[src/fsc_params.svh]
/*
  Constants of the fault status and configuration register bank: register
  offsets, field positions, reset values and timing figures.
  Assumes it is included by bare name; it holds definitions only.
*/
`ifndef FSC_PARAMS_SVH
`define FSC_PARAMS_SVH

// ==========================================================================
// register offsets
`define OFS_RAIL_UV_STATUS   8'h05
`define OFS_FAULT_STATUS_TWO 8'h06
`define OFS_GENERAL_SETTINGS 8'h07

// ==========================================================================
// rail undervoltage status bit positions
`define BIT_POS_SUPPLY_LOW   6
`define BIT_NEG_SUPPLY_LOW   4
`define BIT_GATE_HIGH_LOW    2
`define BIT_GATE_NEG_LOW     0

// ==========================================================================
// second fault status bit positions
`define BIT_V18_RANGE        7
`define BIT_PARITY_ERR       6
`define BIT_INPUT_UVLO       5
`define BIT_BOOST_UV         4
`define BIT_THERM_SHDN       3
`define BIT_NVM_FAIL         2
`define BIT_VCOM_FAULT       1
`define BIT_THERM_WARN       0

// ==========================================================================
// general settings fields, settings and status reset values
`define BIT_INT_SENSOR       7
`define BIT_REFRESH          6
`define BIT_SPREAD_EN        5
`define BIT_FSW_SEL          4
`define RETRY_HI             3
`define RETRY_LO             2
`define TFAULT_HI            1
`define TFAULT_LO            0
`define SETTINGS_RESET       8'h04
`define STATUS_RESET         8'h00

// ==========================================================================
// timing figures
`define CLK_HZ               40000000
`define RETRY_SHORT_MS       950
`define RETRY_LONG_MS        1900
`define TFAULT0_MS           15
`define TFAULT1_MS           30
`define TFAULT2_MS           60
`define TFAULT3_MS           90
`define RETRY_LIMIT          2'd3

`endif

[src/fsc_pkg.sv]
/*
  Types of the fault status and configuration register bank.
  Assumes nothing of its surroundings.
*/
package fsc_pkg;

  // ==========================================================================
  // output enable supervisor states
  typedef enum logic [1:0] {
    st_run     = 2'b00,
    st_uvlo    = 2'b01,
    st_wait    = 2'b10,
    st_latched = 2'b11
  } supervisor_state_t;

endpackage

[src/signal_sync.sv]
/*
  Three-stage synchroniser for a group of level inputs from outside the
  clock domain; a change is taken once the second and third stages agree.
  Assumes a single clock and an asynchronous active-low reset.
*/
`timescale 1ns/10ps
`default_nettype none

module signal_sync #(
  parameter int W = 11
) (
  // clock and reset
  input  wire logic         i_clk,
  input  wire logic         i_arst_n,
  // levels
  input  wire logic [W-1:0] i_async,
  output logic      [W-1:0] o_sync
);

  logic [W-1:0] stage1;
  logic [W-1:0] stage2;
  logic [W-1:0] stage3;

  // ==========================================================================
  // shift chain; stage1 is read only by stage2
  always_ff @(posedge i_clk or negedge i_arst_n) begin
    if (!i_arst_n) begin
      stage1 <= '0;
      stage2 <= '0;
      stage3 <= '0;
    end else begin
      stage1 <= i_async;
      stage2 <= stage1;
      stage3 <= stage2;
    end
  end

  // ==========================================================================
  // per bit, take the new level once two stages agree
  always_ff @(posedge i_clk or negedge i_arst_n) begin
    if (!i_arst_n) begin
      o_sync <= '0;
    end else begin
      for (int i = 0; i < W; i++) begin
        if (stage2[i] == stage3[i]) begin
          o_sync[i] <= stage3[i];
        end
      end
    end
  end

endmodule

`default_nettype wire

[src/fault_status_config_regs.sv]
/*
  Fault status and configuration register bank of a display power supply:
  read-clear fault flags, general settings, fault output, VCOM current
  limit timing and output enable supervision with retry.
  Assumes a register port driven by the serial target front end on i_clk,
  and comparator levels from the analog side on asynchronous pins.
*/
`timescale 1ns/10ps
`default_nettype none
`include "fsc_params.svh"

// Functional notes
// - A negative supply, gate high or gate negative undervoltage sets bit 4, 2 or 0 of the rail status register.
// - A parity error reported by the serial interface sets bit 6 of the second status register.
// - An input undervoltage lockout sets bit 5 of the second status register.
// - Input lockout turns every output off, and on recovery the outputs restart in sequence.
// - A 0.25V VCOM deviation, or VCOM current limit lasting the fault delay, sets bit 1.
// - Settings bit 7 at 1 selects the internal temperature sensor.
// - The retry field gives no retry, 0.95s with 3 retries, 1.9s with 3 retries, or 1.9s unlimited.
// - The fault delay field gives 15ms, 30ms, 60ms or 90ms for codes 0 to 3.
// - A fault whose mask bit is 1 does not pull the fault output low.
module fault_status_config_regs
  import fsc_pkg::*;
#(
  parameter int unsigned RETRY_SHORT_CYC = `RETRY_SHORT_MS * (`CLK_HZ / 1000),
  parameter int unsigned RETRY_LONG_CYC  = `RETRY_LONG_MS * (`CLK_HZ / 1000),
  parameter int unsigned TFAULT0_CYC     = `TFAULT0_MS * (`CLK_HZ / 1000),
  parameter int unsigned TFAULT1_CYC     = `TFAULT1_MS * (`CLK_HZ / 1000),
  parameter int unsigned TFAULT2_CYC     = `TFAULT2_MS * (`CLK_HZ / 1000),
  parameter int unsigned TFAULT3_CYC     = `TFAULT3_MS * (`CLK_HZ / 1000)
) (
  // clock and reset
  input  wire logic       i_clk,
  input  wire logic       i_arst_n,
  // register port from the serial target
  input  wire logic [7:0] i_reg_addr,
  input  wire logic       i_reg_wr,
  input  wire logic       i_reg_rd,
  input  wire logic [7:0] i_reg_wdata,
  output logic      [7:0] o_reg_rdata,
  // same-clock event strobes
  input  wire logic       i_parity_err,
  input  wire logic       i_nvm_fail,
  // analog comparator levels, asynchronous
  input  wire logic       i_pos_supply_low,
  input  wire logic       i_neg_supply_low,
  input  wire logic       i_gate_high_low,
  input  wire logic       i_gate_neg_low,
  input  wire logic       i_v18_out_of_range,
  input  wire logic       i_input_uvlo,
  input  wire logic       i_boost_low,
  input  wire logic       i_therm_shdn,
  input  wire logic       i_therm_warn,
  input  wire logic       i_vcom_deviation,
  input  wire logic       i_vcom_ilim,
  // masks from the mask registers
  input  wire logic [7:0] i_rail_mask,
  input  wire logic [7:0] i_fault_status_two_mask,
  // fault pin and power control
  output logic            o_fault_output_n,
  output logic            o_outputs_en,
  output logic            o_seq_start,
  // settings to the analog side
  output logic            o_use_int_sensor,
  output logic            o_refresh_en,
  output logic            o_spread_en,
  output logic            o_fsw_low
);

  // ==========================================================================
  // declarations
  localparam int NS = 11;
  logic [NS-1:0]     sync_lvl;
  logic [7:0]        rail_uv_status;
  logic [7:0]        fault_status_two;
  logic [7:0]        general_settings;
  logic [7:0]        rail_events;
  logic [7:0]        fault_status_two_events;
  logic              rd_rail;
  logic              rd_fault_status_two;
  logic [25:0]       ilim_cnt;
  logic              ilim_expired;
  logic [26:0]       retry_cnt;     // the long retry wait needs 27 bits at 40 MHz
  logic [1:0]        retries_done;
  logic              shutdown_fault;
  supervisor_state_t state;
  supervisor_state_t next_state;

  // fault delay in cycles for a field code
  function automatic logic [25:0] tfault_cycles(input logic [1:0] code);
    unique case (code)
      2'd0: tfault_cycles = TFAULT0_CYC[25:0];
      2'd1: tfault_cycles = TFAULT1_CYC[25:0];
      2'd2: tfault_cycles = TFAULT2_CYC[25:0];
      2'd3: tfault_cycles = TFAULT3_CYC[25:0];
    endcase
  endfunction

  // retry wait in cycles for a nonzero retry code
  function automatic logic [26:0] retry_cycles(input logic [1:0] code);
    retry_cycles = (code == 2'd1) ? RETRY_SHORT_CYC[26:0] : RETRY_LONG_CYC[26:0];
  endfunction

  // ==========================================================================
  // synchronise analog levels
  signal_sync #(
    .W (NS)
  ) u_sync (
    .i_clk    (i_clk),
    .i_arst_n (i_arst_n),
    .i_async  ({i_pos_supply_low, i_neg_supply_low, i_gate_high_low, i_gate_neg_low,
                i_v18_out_of_range, i_input_uvlo, i_boost_low, i_therm_shdn,
                i_therm_warn, i_vcom_deviation, i_vcom_ilim}),
    .o_sync   (sync_lvl)
  );

  // named views of the synchronised levels
  logic pos_low, neg_low, ghi_low, gneg_low, v18_oor, in_uvlo;
  logic boost_low, th_shdn, th_warn, vcom_dev, vcom_ilim;
  assign {pos_low, neg_low, ghi_low, gneg_low, v18_oor, in_uvlo,
          boost_low, th_shdn, th_warn, vcom_dev, vcom_ilim} = sync_lvl;

  // ==========================================================================
  // register port decode
  assign rd_rail   = i_reg_rd && (i_reg_addr == `OFS_RAIL_UV_STATUS);
  assign rd_fault_status_two = i_reg_rd && (i_reg_addr == `OFS_FAULT_STATUS_TWO);

  // registered read data; unmapped offsets read as zero
  always_ff @(posedge i_clk or negedge i_arst_n) begin
    if (!i_arst_n) begin
      o_reg_rdata <= 8'h00;
    end else if (i_reg_rd) begin
      unique case (i_reg_addr)
        `OFS_RAIL_UV_STATUS:   o_reg_rdata <= rail_uv_status;
        `OFS_FAULT_STATUS_TWO: o_reg_rdata <= fault_status_two;
        `OFS_GENERAL_SETTINGS: o_reg_rdata <= general_settings;
        default:               o_reg_rdata <= 8'h00;
      endcase
    end
  end

  // ==========================================================================
  // general settings register
  always_ff @(posedge i_clk or negedge i_arst_n) begin
    if (!i_arst_n) begin
      general_settings <= `SETTINGS_RESET;
    end else if (i_reg_wr && (i_reg_addr == `OFS_GENERAL_SETTINGS)) begin
      general_settings <= i_reg_wdata;
    end
  end

  // settings fields to the analog side
  assign o_use_int_sensor = general_settings[`BIT_INT_SENSOR];
  assign o_refresh_en     = general_settings[`BIT_REFRESH];
  assign o_spread_en      = general_settings[`BIT_SPREAD_EN];
  assign o_fsw_low        = general_settings[`BIT_FSW_SEL];

  // ==========================================================================
  // vcom current limit must persist for the fault delay
  always_ff @(posedge i_clk or negedge i_arst_n) begin
    if (!i_arst_n) begin
      ilim_cnt <= 26'h0;
    end else if (!vcom_ilim) begin
      ilim_cnt <= 26'h0;
    end else if (!ilim_expired) begin
      ilim_cnt <= ilim_cnt + 26'h1;
    end
  end
  assign ilim_expired = vcom_ilim &&
    (ilim_cnt >= tfault_cycles(general_settings[`TFAULT_HI:`TFAULT_LO]) - 26'h1);

  // ==========================================================================
  // fault events feeding the sticky flags
  always_comb begin
    rail_events                        = 8'h00;
    rail_events[`BIT_POS_SUPPLY_LOW]   = pos_low;
    rail_events[`BIT_NEG_SUPPLY_LOW]   = neg_low;
    rail_events[`BIT_GATE_HIGH_LOW]    = ghi_low;
    rail_events[`BIT_GATE_NEG_LOW]     = gneg_low;
    fault_status_two_events                      = 8'h00;
    fault_status_two_events[`BIT_V18_RANGE]      = v18_oor;
    fault_status_two_events[`BIT_PARITY_ERR]     = i_parity_err;
    fault_status_two_events[`BIT_INPUT_UVLO]     = in_uvlo;
    fault_status_two_events[`BIT_BOOST_UV]       = boost_low;
    fault_status_two_events[`BIT_THERM_SHDN]     = th_shdn;
    fault_status_two_events[`BIT_NVM_FAIL]       = i_nvm_fail;
    fault_status_two_events[`BIT_VCOM_FAULT]     = vcom_dev || ilim_expired;
    fault_status_two_events[`BIT_THERM_WARN]     = th_warn;
  end

  // sticky flags; a read clears all flags of the register read, a same-cycle event wins
  always_ff @(posedge i_clk or negedge i_arst_n) begin
    if (!i_arst_n) begin
      rail_uv_status   <= `STATUS_RESET;
      fault_status_two <= `STATUS_RESET;
    end else begin
      rail_uv_status   <= (rd_rail ? 8'h00 : rail_uv_status) | rail_events;
      fault_status_two <= (rd_fault_status_two ? 8'h00 : fault_status_two) | fault_status_two_events;
    end
  end

  // ==========================================================================
  // fault output, low while any unmasked flag is set
  always_ff @(posedge i_clk or negedge i_arst_n) begin
    if (!i_arst_n) begin
      o_fault_output_n <= 1'b1;
    end else begin
      o_fault_output_n <= ~(|(rail_uv_status & ~i_rail_mask) |
                            |(fault_status_two & ~i_fault_status_two_mask));
    end
  end

  // ==========================================================================
  // output supervisor: lockout, shutdown faults and retry
  assign shutdown_fault = pos_low | neg_low | ghi_low | gneg_low | boost_low | th_shdn;

  always_comb begin
    next_state = state;
    unique case (state)
      st_run: begin
        if (in_uvlo) begin
          next_state = st_uvlo;
        end else if (shutdown_fault) begin
          if (general_settings[`RETRY_HI:`RETRY_LO] == 2'd0) begin
            next_state = st_latched;
          end else if (general_settings[`RETRY_HI:`RETRY_LO] != 2'd3 &&
                       retries_done == `RETRY_LIMIT) begin
            next_state = st_latched;
          end else begin
            next_state = st_wait;
          end
        end
      end
      st_uvlo: begin
        if (!in_uvlo) begin
          next_state = st_run;
        end
      end
      st_wait: begin
        if (in_uvlo) begin
          next_state = st_uvlo;
        end else if (retry_cnt == 27'h0) begin
          next_state = st_run;
        end
      end
      st_latched: begin
        if (in_uvlo) begin
          next_state = st_uvlo;
        end
      end
    endcase
  end

  // state register; start in lockout so the first power-up runs the sequence
  always_ff @(posedge i_clk or negedge i_arst_n) begin
    if (!i_arst_n) begin
      state <= st_uvlo;
    end else begin
      state <= next_state;
    end
  end

  // retry wait timer and retry count
  always_ff @(posedge i_clk or negedge i_arst_n) begin
    if (!i_arst_n) begin
      retry_cnt    <= 27'h0;
      retries_done <= 2'd0;
    end else begin
      if (state == st_run && next_state == st_wait) begin
        retry_cnt <= retry_cycles(general_settings[`RETRY_HI:`RETRY_LO]) - 27'h1;
      end else if (state == st_wait && retry_cnt != 27'h0) begin
        retry_cnt <= retry_cnt - 27'h1;
      end
      if (state == st_uvlo) begin
        retries_done <= 2'd0;
      end else if (state == st_wait && next_state == st_run && retries_done != 2'd3) begin
        retries_done <= retries_done + 2'd1;
      end
    end
  end

  // outputs on only while running; a start pulse opens each power-up
  always_ff @(posedge i_clk or negedge i_arst_n) begin
    if (!i_arst_n) begin
      o_outputs_en <= 1'b0;
      o_seq_start  <= 1'b0;
    end else begin
      o_outputs_en <= (next_state == st_run);
      o_seq_start  <= (next_state == st_run) && (state != st_run);
    end
  end

endmodule

`default_nettype wire

[config.mk]
export PLATFORM = sky130hd
export DESIGN_NAME = fault_status_config_regs
export DESIGN_NICKNAME = d
export VERILOG_FILES = /design/src/fsc_pkg.sv /design/src/signal_sync.sv /design/src/fault_status_config_regs.sv
export VERILOG_INCLUDE_DIRS = /design/src
export SDC_FILE = /design/constraint.sdc
export NUM_CORES = 1
export LEC_CHECK = 0
export ABC_AREA = 1
export BUFFER_PORTS_ARGS = -buffer_cell sky130_fd_sc_hd__buf_2
export CAP_MARGIN = 10
export CORE_ASPECT_RATIO = 1.1
export CORE_MARGIN = 2
export CORE_UTILIZATION = 40
export DETAILED_ROUTE_END_ITERATION = 10
export SYNTH_ARGS = -nofsm -noshare
export SYNTH_HDL_FRONTEND = slang
export SYNTH_SLANG_ARGS = --single-unit
[constraint.sdc]
create_clock -name i_clk -period 5.22 [get_ports i_clk]
set_input_delay 0.522 -clock i_clk [delete_from_list [all_inputs] [get_ports i_clk]]
set_output_delay 0.522 -clock i_clk [all_outputs]
set_load 0.005 [all_outputs]
==> metrics <==
outcome finished clean; routed wire length 14,200 um; hpwl dp 9950 um; area delta synth->final 16.6%; dominant synthesized flop cell dfrtp_1; wire per inst 13.6 um; syn nets 832; Clock Latency Late Sink 420 ps; Resize count post-CTS 0; Seq/Total Area, Yosys 0.504; power per cell area 393 mW/mm2; DR vias 5,115; Final Wtd Congestion 0.833; period utilisation layout 0.670; Post-Synthesis Cells 761; sw frac 0.331; P_sw 0.000996 W; Worst Hold Class input pin to asynchronous set/reset pin; I/O pin total 64; Clock Pin Slew Worst Setup and Hold Paths 70 ps; commonest cells in the netlist nand2_1, dfrtp_1, inv_1; asr flop ratio synth 1.00; CP required 5570 ps; cell accounting for the most synthesized area dfrtp_1; Fmax 0.286 GHz; H-Tree Depth 4; cts hold-fix bufs 0; fin crit period 3500 ps; Vias per Instance 4.89; Max-Slew Margin vs Limit 0.521; synth warn 0; Final Hold Violating Endpoints 0; Leakage 3.92 nW; Sequential Area 0.00331 mm2; CP endpoint kind flop; Cell Area, Synth 0.00656 mm2; Total Neg Setup Slack 0 ps; worst clock skew 8.71 ps; GRT overflow 0; fin nets 900; postcts setup bufs 0; number of DRC markers in iteration 0 279; Yosys top cell area share 0.492; Worst Tran Pin Value 718 ps; Mean Syn Cell Area 8.62 um2; top cells by area, synth dfrtp_1, nand2_1, inv_1; pin count of the biggest net entering global routing 82; Die Footprint 0.0174 mm2; Multi-input gate area 0.00274 mm2; CTS root buf clkbuf_16; ANT nets after route 0; clock network fraction of total power 0.403; Inserted Diodes 0; DRT Pass-1 Iters 5; max_cap viols 0; RSZ-0062 raised after global routing false; placeable core area 0.0162 mm2; worst path arrival time 3850 ps; clock buffer depth 2; initial antenna violation count 0; fillers 1,606; internal power 0.00201 W; IO buf count 59; Die X 126 um; most frequent cell after synthesis nand2_1; Row Count 49; flops & latches, synth 132; Flop pwr share 0.404; first-pass GRT wire length 24,000 um; combinational power share 0.193; GRT Overall Usage 0.172; Die H 138 um; Synth cell types 45; max-slew violations 0; layout cells sized above 1 0.164; crit path launch type flop; CTS tree done; vias in the first global route 4,851; Initial Util 0.405; Setup Viol. Count Final 0; Clock Sinks 132; Post-synth EDFFs 0; Num CTS Buffers 17; Residual DRC 0; fin util 0.473; critical path type flop to flop; CP Max Fanout 12; maximum VDD drop 0.000222 V
power groups by stage:
stage	sequential [W]	clock, W	combinational, W
floorplan	0.00121	0	0.000458
global placement	0.00123	0	0.000572
detailed placement	0.00123	0	0.000583
CTS	0.00122	0.00125	0.000585
global route	0.00123	0.00130	0.000671
finish	0.00122	0.00121	0.000580
cells by family after synthesis:
logic type | share of synthesized area
muxes | 0.00858
xor gates and xnor gates | 0.0267
AOI/OAI and AO/OA | 0.0868
and+or+nand+nor | 0.237
DFF | 0.504
buffers and inverters | 0.0780
adders and majority gates | 0.0587
state kept, by name, indices dropped and copies added, names as in the netlist, 2 cells and up:
name,count
retries_done,2
general_settings,8
o_reg_rdata,8
fault_status_two,8
u_sync.o_sync,11
state,2
u_sync.stage2,11
u_sync.stage1,11
ilim_cnt,26
rail_uv_status,4
u_sync.stage3,11
retry_cnt,27
routing by layer:
metal,GRT usage,up-vias,wire length (um)
met5,0,-,0
met4,0.0642,0,224
met3,0.0329,17,435
met2,0.280,74,6740
met1,0.228,2434,6810
li1,-,2590,-
per-stage QoR:
step / cells / hold WS [ps] / area [um2] / total power (W) / worst slack, ps
finish: 1046 / 135 / 7650 / 0.00301 / 1720
global route: 1046 / 176 / 7650 / 0.00320 / 1340
CTS: 1046 / 154 / 7650 / 0.00305 / 1740
detailed placement: 1014 / 337 / 7050 / 0.00182 / 1760
global placement: 1014 / 331 / 7050 / 0.00180 / 1760
floorplan: 761 / 226 / 6560 / 0.00167 / 2560
critical path, cell delays in order (launching register included):
cell and delay (ps):
dfrtp_1 420, inv_1 240, ha_1 290, inv_1 100, o21ai_0 200, inv_1 110
ha_1 310, a21o_1 160, a31oi_1 120, o21ai_0 120, nand3_1 80, nand3_1 330
inv_1 430, nand3_1 180, o21ai_0 180, nand2_1 60, nor2_1 100
placed cells by master, fill, tap and decap left out, types with 15 or more instances in the layout:
cell type	synthesis	layout
nand2_1	173	173
dfrtp_1	129	129
inv_1	107	107
nor2_1	68	68
buf_2	3	58
o21ai_0	40	40
nand3_1	34	34
a21oi_1	28	28
ha_1	22	22
nor3_1	19	19
clkbuf_16	0	17
xor2_1	15	15
worst paths after layout:
check | startpoint | to | slack (ps) | depth (start not counted)
worst max-delay path | general_settings[1]$_DFFE_PN0P_ | ilim_cnt[17]$_DFFE_PN0P_ | 1720 | 16
worst min-delay path | i_arst_n | ilim_cnt[14]$_DFFE_PN0P_ | 140 | 1
worst max register to register | general_settings[1]$_DFFE_PN0P_ | ilim_cnt[17]$_DFFE_PN0P_ | 1720 | 16
worst min register to register | u_sync.stage1[6]$_DFF_PN0_ | u_sync.stage2[6]$_DFF_PN0_ | 350 | 0
max in group asynchronous | i_arst_n | retry_cnt[22]$_DFFE_PN0P_ | 3910 | 2
min in group i_clk | i_neg_supply_low | u_sync.stage1[9]$_DFF_PN0_ | 200 | 1
final cells by class:
class                   instances  share of cell area
multi-input cells             503               0.358
inverters                     114              0.0559
clock inverters                15              0.0234
repair buffers                 61              0.0414
flip-flops and latches        132               0.432
clock buffers                  17              0.0556
well taps                     204              0.0333
Note: power is estimated with default switching activity, not from simulation.
